**src/rtl/cmp_map.svh**
```systemverilog
// Register map, field positions, reset values and levels of the comparator block
`ifndef CMP_MAP_SVH
`define CMP_MAP_SVH
`define CMP_ZERO_CTRL_ADDR 8'h9b
`define CMP_ZERO_MODE_ADDR 8'h9d
`define CMP_ONE_CTRL_ADDR 8'h9a
`define CMP_ONE_MODE_ADDR 8'h9c
`define CTRL_RESET 8'h00
`define MODE_RESET 8'h82
`define CTRL_EN_BIT 7
`define CTRL_STATE_BIT 6
`define CTRL_RISE_BIT 5
`define CTRL_FALL_BIT 4
`define CTRL_HYP_HI 3
`define CTRL_HYP_LO 2
`define CTRL_HYN_HI 1
`define CTRL_HYN_LO 0
`define MODE_RSVD_BIT 7
`define MODE_RIE_BIT 5
`define MODE_FIE_BIT 4
`define MODE_MD_HI 1
`define MODE_MD_LO 0
`define HYST_MV_L0 5'h00
`define HYST_MV_L1 5'h05
`define HYST_MV_L2 5'h0a
`define HYST_MV_L3 5'h14
`endif

```
**src/rtl/cmp_pkg.sv**
```systemverilog
// Types shared by the comparator control modules
package cmp_pkg;
`include "cmp_map.svh"
	typedef enum logic [1:0] {RESP_MODE0 = 2'b00, RESP_MODE1 = 2'b01,
		RESP_MODE2 = 2'b10, RESP_MODE3 = 2'b11} resp_mode_e;
	typedef enum logic [1:0] {HYST_OFF = 2'b00, HYST_L1 = 2'b01,
		HYST_L2 = 2'b10, HYST_MAX = 2'b11} hyst_sel_e;
	typedef logic [4:0] hyst_mv_t;
	function automatic hyst_mv_t hyst_mv(input hyst_sel_e sel);
		case (sel)
			HYST_L1: hyst_mv = `HYST_MV_L1;
			HYST_L2: hyst_mv = `HYST_MV_L2;
			HYST_MAX: hyst_mv = `HYST_MV_L3;
			default: hyst_mv = `HYST_MV_L0;
		endcase
	endfunction
endpackage

```
**src/rtl/cmp_ctrl_if.sv**
```systemverilog
// Control and status bundle between register file and one comparator channel
`timescale 1ns/1ps
interface cmp_ctrl_if;
	logic enable;
	logic rise_ie;
	logic fall_ie;
	logic flag_wr;
	logic [1:0] flag_wdata;
	logic state;
	logic rise_flag;
	logic fall_flag;
	modport regs (output enable, rise_ie, fall_ie, flag_wr, flag_wdata,
		input state, rise_flag, fall_flag);
	modport chan (input enable, rise_ie, fall_ie, flag_wr, flag_wdata,
		output state, rise_flag, fall_flag);
endinterface

```
**src/rtl/dual_comparator_control.sv**
```systemverilog
// Register file and top level for the two comparator channels
`timescale 1ns/1ps
`include "cmp_map.svh"
module dual_comparator_control
	import cmp_pkg::*;
(
	input wire logic sys_clk,
	input wire logic resetn,
	input wire logic [7:0] sfr_addr,
	input wire logic [7:0] sfr_wdata,
	input wire logic sfr_wr,
	input wire logic sfr_rd,
	output logic [7:0] sfr_rdata,
	input wire logic global_irq_en,
	input wire logic cmp_zero_irq_src_en,
	input wire logic cmp_one_irq_src_en,
	input wire logic cmp_zero_core_in,
	input wire logic cmp_one_core_in,
	output logic cmp_zero_power_en,
	output logic cmp_one_power_en,
	output resp_mode_e cmp_zero_response_sel,
	output resp_mode_e cmp_one_response_sel,
	output hyst_mv_t cmp_zero_pos_hyst_mv,
	output hyst_mv_t cmp_zero_neg_hyst_mv,
	output hyst_mv_t cmp_one_pos_hyst_mv,
	output hyst_mv_t cmp_one_neg_hyst_mv,
	output logic cmp_zero_latched_out,
	output logic cmp_one_latched_out,
	output logic cmp_zero_raw_out,
	output logic cmp_one_raw_out,
	output logic cmp_zero_irq,
	output logic cmp_one_irq
);
	localparam int NUM_CMP = 2;
	localparam logic [7:0] CTRL_RST = `CTRL_RESET;
	localparam logic [7:0] MODE_RST = `MODE_RESET;

	// ----------------------------------------
	// Per-channel state, index 0 is comparator zero
	// ----------------------------------------
	logic [NUM_CMP-1:0] enable_q;
	hyst_sel_e pos_hyst_q [NUM_CMP];
	hyst_sel_e neg_hyst_q [NUM_CMP];
	logic [NUM_CMP-1:0] rise_ie_q;
	logic [NUM_CMP-1:0] fall_ie_q;
	resp_mode_e resp_q [NUM_CMP];
	logic [NUM_CMP-1:0] core_in;
	logic [NUM_CMP-1:0] src_en;
	logic [NUM_CMP-1:0] raw_out;
	logic [NUM_CMP-1:0] latched_out;
	logic [NUM_CMP-1:0] irq;
	logic [NUM_CMP-1:0] ctrl_hit;
	logic [NUM_CMP-1:0] mode_hit;
	logic [7:0] ctrl_view [NUM_CMP];
	logic [7:0] mode_view [NUM_CMP];
	logic [7:0] rdata_q;
	logic [7:0] rdata_d;

	assign core_in = {cmp_one_core_in, cmp_zero_core_in};
	assign src_en = {cmp_one_irq_src_en, cmp_zero_irq_src_en};

	// ----------------------------------------
	// Channels
	// ----------------------------------------
	generate
		for (genvar i = 0; i < NUM_CMP; i++)
		begin : g_cmp
			localparam logic [7:0] CTRL_ADDR =
				(i == 0) ? `CMP_ZERO_CTRL_ADDR : `CMP_ONE_CTRL_ADDR;
			localparam logic [7:0] MODE_ADDR =
				(i == 0) ? `CMP_ZERO_MODE_ADDR : `CMP_ONE_MODE_ADDR;

			cmp_ctrl_if ctl ();

			wire ctrl_wr = sfr_wr & (sfr_addr == CTRL_ADDR);
			wire mode_wr = sfr_wr & (sfr_addr == MODE_ADDR);

			assign ctrl_hit[i] = (sfr_addr == CTRL_ADDR);
			assign mode_hit[i] = (sfr_addr == MODE_ADDR);

			// Both flags share one write; each takes its own data bit
			assign ctl.flag_wr = ctrl_wr;
			assign ctl.flag_wdata = {sfr_wdata[`CTRL_RISE_BIT], sfr_wdata[`CTRL_FALL_BIT]};
			assign ctl.enable = enable_q[i];
			assign ctl.rise_ie = rise_ie_q[i];
			assign ctl.fall_ie = fall_ie_q[i];

			// Readback of the control register
			assign ctrl_view[i] = {enable_q[i], ctl.state, ctl.rise_flag, ctl.fall_flag,
				pos_hyst_q[i], neg_hyst_q[i]};
			// Reserved bit reads 1, unused bits read 0
			assign mode_view[i] = {1'b1, 1'b0, rise_ie_q[i], fall_ie_q[i],
				2'b00, resp_q[i]};

			always_ff @(posedge sys_clk)
			begin
				if (!resetn)
				begin
					enable_q[i] <= CTRL_RST[`CTRL_EN_BIT];
					pos_hyst_q[i] <= hyst_sel_e'(CTRL_RST[`CTRL_HYP_HI:`CTRL_HYP_LO]);
					neg_hyst_q[i] <= hyst_sel_e'(CTRL_RST[`CTRL_HYN_HI:`CTRL_HYN_LO]);
				end
				else if (ctrl_wr)
				begin
					enable_q[i] <= sfr_wdata[`CTRL_EN_BIT];
					pos_hyst_q[i] <= hyst_sel_e'(sfr_wdata[`CTRL_HYP_HI:`CTRL_HYP_LO]);
					neg_hyst_q[i] <= hyst_sel_e'(sfr_wdata[`CTRL_HYN_HI:`CTRL_HYN_LO]);
				end
			end

			always_ff @(posedge sys_clk)
			begin
				if (!resetn)
				begin
					rise_ie_q[i] <= MODE_RST[`MODE_RIE_BIT];
					fall_ie_q[i] <= MODE_RST[`MODE_FIE_BIT];
					resp_q[i] <= resp_mode_e'(MODE_RST[`MODE_MD_HI:`MODE_MD_LO]);
				end
				else if (mode_wr)
				begin
					rise_ie_q[i] <= sfr_wdata[`MODE_RIE_BIT];
					fall_ie_q[i] <= sfr_wdata[`MODE_FIE_BIT];
					resp_q[i] <= resp_mode_e'(sfr_wdata[`MODE_MD_HI:`MODE_MD_LO]);
				end
			end

			// Same channel logic for both instances
			cmp_channel u_channel (
				.sys_clk(sys_clk),
				.resetn(resetn),
				.core_in(core_in[i]),
				.irq_src_en(src_en[i]),
				.global_irq_en(global_irq_en),
				.ctl(ctl.chan),
				.raw_out(raw_out[i]),
				.latched_out(latched_out[i]),
				.irq(irq[i])
			);
		end
	endgenerate

	// ----------------------------------------
	// Analog core controls
	// ----------------------------------------
	// The core itself applies the thresholds; the input arrives already hysteretic
	assign cmp_zero_pos_hyst_mv = hyst_mv(pos_hyst_q[0]);
	assign cmp_zero_neg_hyst_mv = hyst_mv(neg_hyst_q[0]);
	assign cmp_one_pos_hyst_mv = hyst_mv(pos_hyst_q[1]);
	assign cmp_one_neg_hyst_mv = hyst_mv(neg_hyst_q[1]);
	// Enable low puts the core in shutdown
	assign cmp_zero_power_en = enable_q[0];
	assign cmp_one_power_en = enable_q[1];
	assign cmp_zero_response_sel = resp_q[0];
	assign cmp_one_response_sel = resp_q[1];

	// ----------------------------------------
	// Digital outputs
	// ----------------------------------------
	assign cmp_zero_latched_out = latched_out[0];
	assign cmp_one_latched_out = latched_out[1];
	assign cmp_zero_raw_out = raw_out[0];
	assign cmp_one_raw_out = raw_out[1];
	assign cmp_zero_irq = irq[0];
	assign cmp_one_irq = irq[1];

	// ----------------------------------------
	// Register read
	// ----------------------------------------
	// Unmapped addresses read as zero
	wire [7:0] sel_ctrl0 = ctrl_hit[0] ? ctrl_view[0] : 8'h00;
	wire [7:0] sel_ctrl1 = ctrl_hit[1] ? ctrl_view[1] : 8'h00;
	wire [7:0] sel_mode0 = mode_hit[0] ? mode_view[0] : 8'h00;
	wire [7:0] sel_mode1 = mode_hit[1] ? mode_view[1] : 8'h00;
	assign rdata_d = sel_ctrl0 | sel_ctrl1 | sel_mode0 | sel_mode1;
	assign sfr_rdata = rdata_q;

	// Read data held until the next read so the core may sample late
	always_ff @(posedge sys_clk)
	begin
		if (!resetn)
			rdata_q <= 8'h00;
		else if (sfr_rd)
			rdata_q <= rdata_d;
	end

	// ----------------------------------------
	// Checks
	// ----------------------------------------
	property p_mode_rsvd;
		@(posedge sys_clk) disable iff (!resetn)
		sfr_rd && (sfr_addr == `CMP_ZERO_MODE_ADDR || sfr_addr == `CMP_ONE_MODE_ADDR)
		|=> sfr_rdata[`MODE_RSVD_BIT] && sfr_rdata[6:6] == 1'b0;
	endproperty
	a_mode_rsvd: assert property (p_mode_rsvd) else $error("mode reserved bits wrong");

	property p_mode_reset;
		@(posedge sys_clk)
		!resetn |=> resp_q[0] == RESP_MODE2 && resp_q[1] == RESP_MODE2;
	endproperty
	a_mode_reset: assert property (p_mode_reset) else $error("mode reset not 10");

	property p_disable;
		@(posedge sys_clk) disable iff (!resetn)
		sfr_wr && sfr_addr == `CMP_ZERO_CTRL_ADDR && !sfr_wdata[`CTRL_EN_BIT]
		|=> !cmp_zero_power_en ##1 !cmp_zero_latched_out;
	endproperty
	a_disable: assert property (p_disable) else $error("disable not honoured");

	property p_state_read;
		@(posedge sys_clk) disable iff (!resetn)
		sfr_rd && sfr_addr == `CMP_ONE_CTRL_ADDR
		|=> sfr_rdata[`CTRL_STATE_BIT] == $past(cmp_one_latched_out);
	endproperty
	a_state_read: assert property (p_state_read) else $error("state bit wrong");

	property p_pos_max;
		@(posedge sys_clk) disable iff (!resetn)
		sfr_wr && sfr_addr == `CMP_ZERO_CTRL_ADDR
		&& sfr_wdata[`CTRL_HYP_HI:`CTRL_HYP_LO] == 2'b11
		|=> cmp_zero_pos_hyst_mv == `HYST_MV_L3;
	endproperty
	a_pos_max: assert property (p_pos_max) else $error("positive hysteresis not max");

	property p_neg_lvl1;
		@(posedge sys_clk) disable iff (!resetn)
		sfr_wr && sfr_addr == `CMP_ONE_CTRL_ADDR
		&& sfr_wdata[`CTRL_HYN_HI:`CTRL_HYN_LO] == 2'b01
		|=> cmp_one_neg_hyst_mv == `HYST_MV_L1;
	endproperty
	a_neg_lvl1: assert property (p_neg_lvl1) else $error("negative hysteresis wrong");

	property p_unmapped;
		@(posedge sys_clk) disable iff (!resetn)
		sfr_rd && ctrl_hit == 2'b00 && mode_hit == 2'b00 |=> sfr_rdata == 8'h00;
	endproperty
	a_unmapped: assert property (p_unmapped) else $error("unmapped read not zero");

	property p_disable_one;
		@(posedge sys_clk) disable iff (!resetn)
		sfr_wr && sfr_addr == `CMP_ONE_CTRL_ADDR && !sfr_wdata[`CTRL_EN_BIT]
		|=> !cmp_one_power_en ##1 (!cmp_one_latched_out && !cmp_one_raw_out);
	endproperty
	a_disable_one: assert property (p_disable_one) else $error("disable one ignored");

	property p_pos_max_one;
		@(posedge sys_clk) disable iff (!resetn)
		sfr_wr && sfr_addr == `CMP_ONE_CTRL_ADDR
		&& sfr_wdata[`CTRL_HYP_HI:`CTRL_HYP_LO] == 2'b11
		|=> cmp_one_pos_hyst_mv == `HYST_MV_L3;
	endproperty
	a_pos_max_one: assert property (p_pos_max_one) else $error("positive max wrong");

	property p_neg_max_zero;
		@(posedge sys_clk) disable iff (!resetn)
		sfr_wr && sfr_addr == `CMP_ZERO_CTRL_ADDR
		&& sfr_wdata[`CTRL_HYN_HI:`CTRL_HYN_LO] == 2'b11
		|=> cmp_zero_neg_hyst_mv == `HYST_MV_L3;
	endproperty
	a_neg_max_zero: assert property (p_neg_max_zero) else $error("negative max wrong");

	property p_pos_off_one;
		@(posedge sys_clk) disable iff (!resetn)
		sfr_wr && sfr_addr == `CMP_ONE_CTRL_ADDR
		&& sfr_wdata[`CTRL_HYP_HI:`CTRL_HYP_LO] == 2'b00
		|=> cmp_one_pos_hyst_mv == `HYST_MV_L0;
	endproperty
	a_pos_off_one: assert property (p_pos_off_one) else $error("positive off wrong");

	property p_neg_lvl2_zero;
		@(posedge sys_clk) disable iff (!resetn)
		sfr_wr && sfr_addr == `CMP_ZERO_CTRL_ADDR
		&& sfr_wdata[`CTRL_HYN_HI:`CTRL_HYN_LO] == 2'b10
		|=> cmp_zero_neg_hyst_mv == `HYST_MV_L2;
	endproperty
	a_neg_lvl2_zero: assert property (p_neg_lvl2_zero) else $error("negative level wrong");

	property p_pos_lvl1_zero;
		@(posedge sys_clk) disable iff (!resetn)
		sfr_wr && sfr_addr == `CMP_ZERO_CTRL_ADDR
		&& sfr_wdata[`CTRL_HYP_HI:`CTRL_HYP_LO] == 2'b01
		|=> cmp_zero_pos_hyst_mv == `HYST_MV_L1;
	endproperty
	a_pos_lvl1_zero: assert property (p_pos_lvl1_zero) else $error("positive level wrong");

	property p_en_read;
		@(posedge sys_clk) disable iff (!resetn)
		sfr_rd && sfr_addr == `CMP_ZERO_CTRL_ADDR
		|=> sfr_rdata[`CTRL_EN_BIT] == $past(cmp_zero_power_en);
	endproperty
	a_en_read: assert property (p_en_read) else $error("enable bit readback wrong");

	property p_ie_write;
		@(posedge sys_clk) disable iff (!resetn)
		sfr_wr && sfr_addr == `CMP_ZERO_MODE_ADDR
		|=> rise_ie_q[0] == $past(sfr_wdata[`MODE_RIE_BIT])
		&& fall_ie_q[0] == $past(sfr_wdata[`MODE_FIE_BIT]);
	endproperty
	a_ie_write: assert property (p_ie_write) else $error("edge enables not written");

	property p_resp_write;
		@(posedge sys_clk) disable iff (!resetn)
		sfr_wr && sfr_addr == `CMP_ONE_MODE_ADDR
		|=> cmp_one_response_sel == $past(sfr_wdata[`MODE_MD_HI:`MODE_MD_LO]);
	endproperty
	a_resp_write: assert property (p_resp_write) else $error("response not written");

	property p_mode_unused;
		@(posedge sys_clk) disable iff (!resetn)
		sfr_rd && (sfr_addr == `CMP_ZERO_MODE_ADDR || sfr_addr == `CMP_ONE_MODE_ADDR)
		|=> sfr_rdata[3:2] == 2'b00;
	endproperty
	a_mode_unused: assert property (p_mode_unused) else $error("mode unused bits set");

	property p_flag_wr_set;
		@(posedge sys_clk) disable iff (!resetn)
		sfr_wr && sfr_addr == `CMP_ZERO_CTRL_ADDR && sfr_wdata[`CTRL_RISE_BIT]
		|=> ctrl_view[0][`CTRL_RISE_BIT];
	endproperty
	a_flag_wr_set: assert property (p_flag_wr_set) else $error("flag write lost");

	property p_raw_off_one;
		@(posedge sys_clk) disable iff (!resetn)
		!cmp_one_power_en |-> !cmp_one_raw_out;
	endproperty
	a_raw_off_one: assert property (p_raw_off_one) else $error("raw one high when off");

	property p_lat_off_one;
		@(posedge sys_clk) disable iff (!resetn)
		!cmp_one_power_en |=> !cmp_one_latched_out;
	endproperty
	a_lat_off_one: assert property (p_lat_off_one) else $error("latched one high when off");

	property p_irq_global;
		@(posedge sys_clk) disable iff (!resetn)
		!global_irq_en |-> !cmp_zero_irq && !cmp_one_irq;
	endproperty
	a_irq_global: assert property (p_irq_global) else $error("request without global");

	property p_irq_src_zero;
		@(posedge sys_clk) disable iff (!resetn)
		!cmp_zero_irq_src_en |-> !cmp_zero_irq;
	endproperty
	a_irq_src_zero: assert property (p_irq_src_zero) else $error("request zero without source");

	property p_irq_src_one;
		@(posedge sys_clk) disable iff (!resetn)
		!cmp_one_irq_src_en |-> !cmp_one_irq;
	endproperty
	a_irq_src_one: assert property (p_irq_src_one) else $error("request one without source");
endmodule

```
**src/rtl/cmp_channel.sv**
```systemverilog
// One comparator channel: raw gating, synchroniser, latched output, edge flags, request
`timescale 1ns/1ps
module cmp_channel
	import cmp_pkg::*;
(
	input wire logic sys_clk,
	input wire logic resetn,
	input wire logic core_in,
	input wire logic irq_src_en,
	input wire logic global_irq_en,
	cmp_ctrl_if.chan ctl,
	output logic raw_out,
	output logic latched_out,
	output logic irq
);
	logic sync1_q;
	logic sync2_q;
	logic latched_q;
	logic prev_q;
	logic rise_q;
	logic fall_q;
	// ----------------------------------------
	// Output paths
	// ----------------------------------------
	// No flop on the raw path so it still works with the clock stopped
	assign raw_out = ctl.enable & core_in;
	wire latched_d = ctl.enable & sync2_q;
	wire rise_evt = latched_q & ~prev_q;
	wire fall_evt = ~latched_q & prev_q;
	// Set wins over a software clear in the same cycle
	wire rise_d = rise_evt | (ctl.flag_wr ? ctl.flag_wdata[1] : rise_q);
	wire fall_d = fall_evt | (ctl.flag_wr ? ctl.flag_wdata[0] : fall_q);
	wire flag_req = (rise_q & ctl.rise_ie) | (fall_q & ctl.fall_ie);
	assign irq = flag_req & irq_src_en & global_irq_en;
	assign latched_out = latched_q;
	assign ctl.state = latched_q;
	assign ctl.rise_flag = rise_q;
	assign ctl.fall_flag = fall_q;
	always_ff @(posedge sys_clk)
	begin
		if (!resetn)
		begin
			sync1_q <= 1'b0;
			sync2_q <= 1'b0;
		end
		else
		begin
			sync1_q <= core_in;
			sync2_q <= sync1_q;
		end
	end
	always_ff @(posedge sys_clk)
	begin
		if (!resetn)
		begin
			latched_q <= 1'b0;
			prev_q <= 1'b0;
			rise_q <= 1'b0;
			fall_q <= 1'b0;
		end
		else
		begin
			latched_q <= latched_d;
			prev_q <= latched_q;
			rise_q <= rise_d;
			fall_q <= fall_d;
		end
	end
	// ----------------------------------------
	// Checks
	// ----------------------------------------
	property p_latch_follow;
		@(posedge sys_clk) disable iff (!resetn)
		ctl.enable && sync2_q |=> latched_out;
	endproperty
	a_latch_follow: assert property (p_latch_follow) else $error("latched lost");
	property p_off_low;
		@(posedge sys_clk) disable iff (!resetn)
		!ctl.enable |-> !raw_out ##1 !latched_out;
	endproperty
	a_off_low: assert property (p_off_low) else $error("disabled output high");
	property p_rise_set;
		@(posedge sys_clk) disable iff (!resetn)
		$rose(latched_q) && !fall_q && !ctl.flag_wr |=> rise_q && !fall_q;
	endproperty
	a_rise_set: assert property (p_rise_set) else $error("rise flag missed");
	property p_fall_set;
		@(posedge sys_clk) disable iff (!resetn)
		$fell(latched_q) |=> fall_q;
	endproperty
	a_fall_set: assert property (p_fall_set) else $error("fall flag missed");
	property p_sticky;
		@(posedge sys_clk) disable iff (!resetn)
		!ctl.flag_wr |=> (rise_q || !$past(rise_q)) && (fall_q || !$past(fall_q));
	endproperty
	a_sticky: assert property (p_sticky) else $error("flag dropped");
	property p_irq_gate;
		@(posedge sys_clk) disable iff (!resetn)
		irq |-> irq_src_en && global_irq_en && (rise_q && ctl.rise_ie || fall_q && ctl.fall_ie);
	endproperty
	a_irq_gate: assert property (p_irq_gate) else $error("request not gated");
endmodule

```
**config.mk**
```make
export PLATFORM = sky130hd
export DESIGN_NAME = dual_comparator_control
export DESIGN_NICKNAME = d
export VERILOG_FILES = /design/src/rtl/cmp_pkg.sv /design/src/rtl/cmp_ctrl_if.sv /design/src/rtl/dual_comparator_control.sv /design/src/rtl/cmp_channel.sv
export VERILOG_INCLUDE_DIRS = /design/src /design/src/rtl
export SDC_FILE = /design/constraint.sdc
export NUM_CORES = 1
export LEC_CHECK = 0
export BUFFER_PORTS_ARGS = -buffer_cell sky130_fd_sc_hd__buf_2
export CAP_MARGIN = 40
export CORE_ASPECT_RATIO = 0.6
export CORE_UTILIZATION = 50
export DETAILED_ROUTE_END_ITERATION = 7
export GPL_TIMING_DRIVEN = 0
export PLACE_DENSITY_LB_ADDON = 0.12
export RECOVER_POWER = 25
export SLEW_MARGIN = 20
export SYNTH_ARGS = -nofsm -noshare
export SYNTH_HDL_FRONTEND = slang
export SYNTH_SLANG_ARGS = --single-unit
export TNS_END_PERCENT = 100
```
**constraint.sdc**
```tcl
create_clock -name sys_clk -period 2.7 [get_ports sys_clk]
set_input_delay 0.27 -clock sys_clk [delete_from_list [all_inputs] [get_ports sys_clk]]
set_output_delay 0.27 -clock sys_clk [all_outputs]
set_load 0.01 [all_outputs]
```
# Word-level counts from Yosys, hierarchy flattened
# Memories as Yosys holds them, arrays and structs flattened.
# Cells that the tools add are included.
[totals]
out_inout_bits = 40
memories = 3
word_cells = 108
inputBits = 25
rom_bits = 0
regBits = 26
mem_bits_rw = 12
latch_bits = 0
[op_classes]
order_cmp = 0
n_reduce_logical = 0
addsub = 0
n_shift = 0
eq_ne = 16
mul = 0
bitwise_logic = 39
div_mod_pow = 0
muxes = 31
[mem_list]
columns = ["memory", "depth", "word_bits", "read_ports", "rd_ports_with_merged_regs", "write_ports", "line", "source"]
rows = [
  ["neg_hyst_q", 2, 2, 2, 0, 2, "dual_comparator_control.sv:43", "hyst_sel_e neg_hyst_q [NUM_CMP];"],
  ["pos_hyst_q", 2, 2, 2, 0, 2, "dual_comparator_control.sv:42", "hyst_sel_e pos_hyst_q [NUM_CMP];"],
  ["resp_q", 2, 2, 2, 0, 2, "dual_comparator_control.sv:46", "resp_mode_e resp_q [NUM_CMP];"],
]
[ops]
columns = ["operator", "n"]
rows = [
  ["5-bit one-hot mux with 3 select lines", 4],
  ["8-bit == test (second input constant)", 4],
  ["8-bit two-way mux", 4],
  ["8-bit bitwise OR", 3],
  ["1-bit bitwise AND", 20],
  ["1-bit two-way mux", 17],
  ["2-bit == test (second input constant)", 8],
  ["2-bit two-way mux", 6],
  ["1-bit bitwise OR", 12],
  ["2-bit by 1-bit == test with 1-bit output (second input constant)", 4],
  ["1-bit inverter", 4],
]

# Logic depth before layout (Yosys ltp)
# Gate-level depths: netlist (run 1).
[depth]
word_depth = 6
mapped_depth = 5
depth_no_buf = 3

# Cells and area by module
# Synthesis (run 1) repeated with hierarchy kept, for this count alone.
[hier_totals]
hier_cells = 196
hier_area_um2 = 1860.5
[by_module_without_submodules]
columns = ["mod", "seq_area_each_um2", "cells_each", "area_each_um2", "instances"]
rows = [
  ["dual_comparator_control", 640.6, 154, 1417.6, 1],
  ["cmp_channel", 120.1, 21, 221.5, 2],
]

# Worst setup path before layout (run 1)
# Ideal clock, no wire load.
[synth_timing]
path_type = "input-to-reg"
startpoint = "input port sfr_addr[5]"
endpoint = "memory resp_q[1][0] in the netlist's numbering, enable pin"
required_time_ns = 2.403
setup_time_ns = 0.297
path_buffers = 1
path_slack_ns = 1.149
stages = 4
arrival_ns = 1.255
path_cell_list = "nand3b_2 > or4b_4 > buf_6 > nand2_1"
[synth_rtl]
columns = ["element", "line", "source"]
rows = [
  ["start, declared", "dual_comparator_control.sv:9", "input wire logic [7:0] sfr_addr,"],
  ["end, declared", "dual_comparator_control.sv:46", ""],
]

==> results of run 1 <==
power by group:
| group | leakage [nW] | total, mW | internal (mW) | switching (mW) |
|---|---|---|---|---|
| combinational | 0.631 | 0.133 | 0.0554 | 0.0776 |
| sequential | 0.325 | 0.610 | 0.601 | 0.00978 |
| clock | 0.0426 | 0.368 | 0.177 | 0.190 |
| total | 0.999 | 1.11 | 0.834 | 0.278 |
sequential cells by signal (all words and copies together), names as in the netlist, 4 cells and up:
| name | flops |
|---|---|
| sfr_rdata | 8 |
| pos_hyst_q | 4 |
| neg_hyst_q | 4 |
| resp_q | 4 |
how the worst max path moves through the flow:
stage                 from                to  cells after the start
2_1_floorplan  sfr_addr[5]      resp_q[1][0]                      4
3_3_place_gp   sfr_addr[6]      sfr_rdata[0]                      5
3_5_place_dp   sfr_addr[6]      sfr_rdata[7]                      5
4_1_cts        sfr_addr[6]      sfr_rdata[4]                      5
5_1_grt             resetn  neg_hyst_q[1][1]                      4
6_report            resetn  neg_hyst_q[1][0]                      4
Yosys cell counts:
cell type   n  area share
dfxtp_1    26        0.28
mux2i_1    17       0.090
nand2_1    17       0.034
nor2b_1    14       0.046
and2_1     12       0.040
edfxtp_1   12        0.19
nor2_1     12       0.024
clkbuf_1    9       0.018
a32o_1      8       0.042
and3_1      7       0.023
buf_4       4       0.016
inv_1       4      0.0079
nand2b_1    4       0.013
o22ai_1     4       0.013
o31a_1      4       0.019
buf_2       3      0.0079
nor3_1      3      0.0079
a21boi_0    2      0.0079
a22oi_1     2      0.0079
a41oi_1     2      0.0093
buf_6       2       0.012
nand3_1     2      0.0053
nand4_1     2      0.0066
nand4b_1    2      0.0093
nor3b_1     2      0.0079
nor4_1      2      0.0066
o31ai_1     2      0.0079
and3b_1     1      0.0046
and4_1      1      0.0046
and4b_1     1      0.0053
nand3b_2    1      0.0060
nor4_2      1      0.0066
o21ai_0     1      0.0026
o311ai_0    1      0.0046
o41ai_1     1      0.0046
or3b_1      1      0.0046
or4b_4      1      0.0073
cells by family (layout without fill, tap and decap cells):
kind of cell | Yosys count | in the layout | synth area share
AOI/OAI and AO/OA | 27 | 27 | 0.119
muxes | 17 | 17 | 0.0901
DFF | 38 | 38 | 0.466
and+or+nand+nor | 86 | 86 | 0.263
buffers and inverters | 22 | 93 | 0.0616
cell type report:
class	instances	area (um^2)
Timing Repair Buffer	63	294
Fill cell	294	1100
Clock inverter	2	8.76
Buffer	18	101
Clock buffer	6	72.6
Sequential cell	38	881
Inverter	4	15.0
Tap cell	45	56.3
Multi-Input combinational cell	130	892
layout by cell type, fill, tap and decap left out, types with 2 or more instances in the layout:
cell and n:
dfxtp_1 26, nand3_1 2, a22oi_1 2, a41oi_1 2
nand4b_1 2, a21boi_0 2, buf_6 2, mux2i_1 17
a32o_1 8, buf_4 4, buf_2 49, nor2b_1 14
nor3_1 3, clkbuf_1 27, nor4_1 2, edfxtp_1 12
nand2_1 17, nand4_1 2, nor2_1 12, o22ai_1 4
inv_1 4, clkbuf_8 5, o31ai_1 2, o31a_1 4
and3_1 7, nand2b_1 4, and2_1 11, nor3b_1 2
per-layer routing:
layer / GRT usage / wire length [um]
met1: 0.385 / 2300
met4: 0.0625 / 27
met5: 0 / 0
met3: 0.0556 / 481
met2: 0.333 / 1790
per-stage QoR:
| stage | total power [mW] | setup WS (ps) | cells | hold WS (ps) | area [um^2] |
|---|---|---|---|---|---|
| 4_1_cts | 1.11 | 1220 | 306 | 199 | 2340 |
| 3_3_place_gp | 0.754 | 943 | 298 | 415 | 2260 |
| 5_1_grt | 1.16 | 1010 | 306 | 201 | 2320 |
| 3_5_place_dp | 0.757 | 921 | 298 | 423 | 2260 |
| 6_report | 1.11 | 1140 | 306 | 200 | 2320 |
| 2_1_floorplan | 0.696 | 1150 | 190 | 397 | 1890 |
==> results.md, run 1 <==
- MaxCap Viol Count: 0
- Vias/cell: 5.48
- Vias in the first global route: 1402
- # port buffers: 63
- Status: complete, no violations
- Hold Path Origin: cmp_zero_core_in
- Final cell utilization of the core: 0.678
- DRC errors left: 0
- Worst endpoint required time: 2690 ps
- Relative slew slack: 0.514
- Worst hold endpoint: g_cmp[0].u_channel.sync1_q
- Slowest stage delay, CP: 430 ps
- Max-slew violation count: 0
- Largest net degree at the start of global routing: 12
- CP cell instances: clkbuf_1, clkbuf_1, clkbuf_1, nand2_1
- Starting Density: 0.552
- Setup TNS: 0 ps
- Max Root-Sink Buffers: 2
- Slowest CP cell: clkbuf_1
- Critical path class: in -> reg
- First-pass GRT wire length: 7.19 mm
- Post-route ant nets: 0
- Worst Skew: 7.51 ps
- Pwr/cell area: 479 nW/um^2
- Reg2reg start: neg_hyst_q[0][0]
- GRT Overall Usage: 0.246
- R2R depth: 3
- Initial antenna violation count: 0
- Drt first pass iters: 4
- Ports: 65
- Reg2reg setup slack: 1690 ps
- Top delay family on crit path: buffers and inverters
- Vias: 1676
- Total CTS buffers: 5
- DP HPWL: 3.53 mm
- Endpoints failing setup: 0
- Hold depth: 2
- Endpoint class of the critical path: flip-flop
- Root buffer cell: clkbuf_8
- Syn Std Cell Area: 1890 um^2
- YS warnings: 0
- Final period util: 0.576
- Die Wd: 81.4 um
- Synth Instances: 190
- GRT overflow: 0
- Mean routed wirelength per cell: 15.0 um
- # diodes: 0
- Max VDD drop: 0.313 mV
- DRT Wirelength: 4.60 mm
- RR Endpoint: sfr_rdata[0]
- H-tree level count: 2
- Post-CTS sizing: 0
- Die area: 4040 um^2
- Avg Cell Area, Syn: 9.94 um^2
- Seq/Total Area, Yosys: 0.466
- Synth Register Bits: 38
- Final Hold Fails: 0
- Tightest Pin Transition: 724 ps
- Nets: 285
- Unique cell type count in the Yosys netlist: 37
- Area of the core: 3420 um^2
- Fmax achieved: 0.643 GHz
- Number of buffers and inverters on the critical path: 3
- Reg clk slew, reported paths: 70 ps
- Unrepaired setup endpoints after global routing: false
- Hold-fix buffers, CTS: 0
- Most used cell, CP: clkbuf_1
- Iter 0 DRT Violations: 103
- Share of post-route cells with drive strength above 1: 0.245
- Post-CTS Setup Repair Bufs: 0
- Worst-path fanout max: 10
- HP Class: in -> reg
- GP Congestion: 0.811
- Fin crit period: 1560 ps
- Pleak: 0.999 nW
- Row count: 16
- Area Growth Syn to Fin: 22.8%
- Later-pin clock latency in the skew report: 290 ps
- CTS tree: yes
- Die boundary height: 49.6 um
- Clk sinks: 38
- Synthesized Nets: 215
- Startpoint types: input port
- Critical Path AT: 1550 ps
Power figures use the tool's default switching activity.
==> inputs of run 2 (changes only) <==
--- a/config.mk
+++ b/config.mk
@@ -6,6 +6,7 @@
 export SDC_FILE = /design/constraint.sdc
 export NUM_CORES = 1
 export LEC_CHECK = 0
+export ABC_AREA = 1
 export BUFFER_PORTS_ARGS = -buffer_cell sky130_fd_sc_hd__buf_2
 export CAP_MARGIN = 40
 export CORE_ASPECT_RATIO = 0.6
==> constraint.sdc (replaced) <==
create_clock -name sys_clk -period 1.55 [get_ports sys_clk]
set_input_delay 0.155 -clock sys_clk [delete_from_list [all_inputs] [get_ports sys_clk]]
set_output_delay 0.155 -clock sys_clk [all_outputs]
set_load 0.01 [all_outputs]
==> run 2 against run 1 <==
  * Worst hold slack lost 140 ps
  * Global-route usage fell by 0.22 points
  * Die area rose by 0.44%
  * Critical path type unchanged
  * Highest routed layer unchanged
==> results.md, run 2 <==
- Relative slew slack: 0.694
- Startpoint types: input port
- Post-route ant nets: 0
- # diodes: 0
- Worst-path fanout max: 4
- Ys flop type: dfxtp_1
- Endpoint class of the critical path: flip-flop
- Share of post-route cells with drive strength above 1: 0.263
- Syn Std Cell Area: 1900 um^2
- Pleak: 1.26 nW
- Multi-input logic area: 759 um^2
- Fmax achieved: 0.755 GHz
- Commonest non-fill, non-tap cell in the layout: nand2_1
- Synth Register Bits: 38
- CTS tree: yes
- DRT Wirelength: 4.55 mm
- Synth area leader: dfxtp_1
- Later-pin clock latency in the skew report: 290 ps
- EDFF count, synth: 12
- Endpoints failing setup: 0
- Clk sinks: 38
- Area of the core: 3440 um^2
- Mean routed wirelength per cell: 12.1 um
- Status: complete, no violations
- H-tree level count: 2
- Fin crit period: 1320 ps
- Post-CTS Setup Repair Bufs: 0
- First-pass GRT wire length: 7.28 mm
- Row count: 16
- Iter 0 DRT Violations: 150
- DRC errors left: 0
- Pwr/cell area: 863 nW/um^2
- Seq/Total Area, Yosys: 0.464
- Vias in the first global route: 1560
- Top cells by count, synth: 60 x nand2_1, 42 x inv_1, 37 x nor2_1
- Die Wd: 81.5 um
- Ports: 65
- Nets: 355
- Root buffer cell: clkbuf_8
- Largest net degree at the start of global routing: 13
- Starting Density: 0.551
- Vias: 1848
- Final Hold Fails: 0
- Drt first pass iters: 4
- Max VDD drop: 0.600 mV
- GP Congestion: 0.835
- Most common cell in the synthesized netlist: nand2_1
- # port buffers: 63
- Reg2reg setup slack: 600 ps
- Vias/cell: 4.91
- Reg clk slew, reported paths: 80 ps
- Synth Instances: 260
- Hold-fix buffers, CTS: 0
- Critical path class: in -> reg
- Synthesized Nets: 285
- Area share of the largest cell type after synthesis: 0.274
- Total CTS buffers: 5
- Setup TNS: 0 ps
- Die boundary height: 49.7 um
- Seq. cell area: 881 um^2
- Die area: 4050 um^2
- Final cell utilization of the core: 0.681
- Final period util: 0.855
- Unique cell type count in the Yosys netlist: 22
- GRT overflow: 0
- Initial antenna violation count: 0
- MaxCap Viol Count: 0
- Unrepaired setup endpoints after global routing: false
- Area Growth Syn to Fin: 23.5%
- Max-slew violation count: 0
- GRT Overall Usage: 0.244
- Fill cell count: 305
- Top post-synthesis cells by area: dfxtp_1 27%, edfxtp_1 19%, nand2_1 12%
- Critical Path AT: 1310 ps
- Tightest Pin Transition: 460 ps
- Most frequent cells in the layout: 61 x nand2_1, 59 x buf_2, 42 x inv_1
- Max Root-Sink Buffers: 2
- Post-CTS sizing: 0
- Post-synth ARST share: 0
- HP Class: in -> reg
- Worst Skew: 1.49 ps
- Max reg flops: 8
- Avg Cell Area, Syn: 7.30 um^2
- DP HPWL: 3.56 mm
- YS warnings: 0
- Worst endpoint required time: 1540 ps
==> run 2: cell count changes in the layout (fill, tap and decap cells not counted), moves of 7 or more <==
cell / before / now
mux2i_1: 17 / 0
clkbuf_1: 27 / 13
a32o_1: 8 / 0
nor2b_1: 14 / 0
o21ai_0: 1 / 9
buf_2: 49 / 59
and2_1: 11 / 0
and3_1: 7 / 0
inv_1: 4 / 42
nand3_1: 2 / 33
nor2_1: 12 / 38
nand2_1: 17 / 61
==> run 2: cells by family after synthesis <==
family,after synthesis,synth area share
buf+inv,58,0.131
flops,38,0.464
simple gates,147,0.359
compound gates,17,0.0461
==> run 2: worst max-delay path, cell delays in order <==
cell	delay (ps)
buf_2	100
inv_1	50
nand2_2	70
nor2_1	290
nand2_1	210
nor2_4	190
inv_2	80
nand2_1	170
==> run 2: area by class of cell <==
cell class                 count  area share
buffer                        14      0.0320
clock buffer                   6      0.0352
clock inverter                 2     0.00534
inverter                      44      0.0710
multi-input combinational    164       0.324
sequential                    38       0.376
tap                           45      0.0240
timing repair buffer          63       0.132
==> run 2: per-layer routing <==
metal,track usage,vias to the layer above,share of wire
met2,0.353,91,0.41
li1,-,936,-
met3,0.0667,6,0.10
met1,0.362,815,0.48
met4,0.0446,0,0.0068
met5,0,-,0
==> run 2: final timing paths <==
| check | start | endpoint | cells past startpoint |
|---|---|---|---|
| setup / recovery | sfr_addr[2] | neg_hyst_q[0][1] | 8 |
| hold / removal | cmp_zero_core_in | g_cmp[0].u_channel.sync1_q | 3 |
| setup reg to reg | neg_hyst_q[1][0] | sfr_rdata[0] | 4 |
| hold reg to reg | g_cmp[0].u_channel.sync2_q | g_cmp[0].u_channel.ctl.state | 2 |
==> run 2: where the power goes <==
part	leakage, nW	switching (mW)	internal (mW)	total (mW)
registers	0.327	0.0222	1.06	1.08
clock network	0.0472	0.360	0.358	0.718
logic	0.883	0.140	0.0882	0.228
==> run 2: per-stage QoR <==
stage	hold WS (ps)	area (um^2)	total power, mW	setup slack [ps]	instances
after detailed placement	356	2270	1.33	168	368
final	57.0	2340	2.02	225	376
after global placement	352	2270	1.33	186	368
after floorplan	253	1900	1.23	449	260
after CTS	56.2	2360	2.03	233	376
after global routing	69.0	2340	2.11	88.5	376
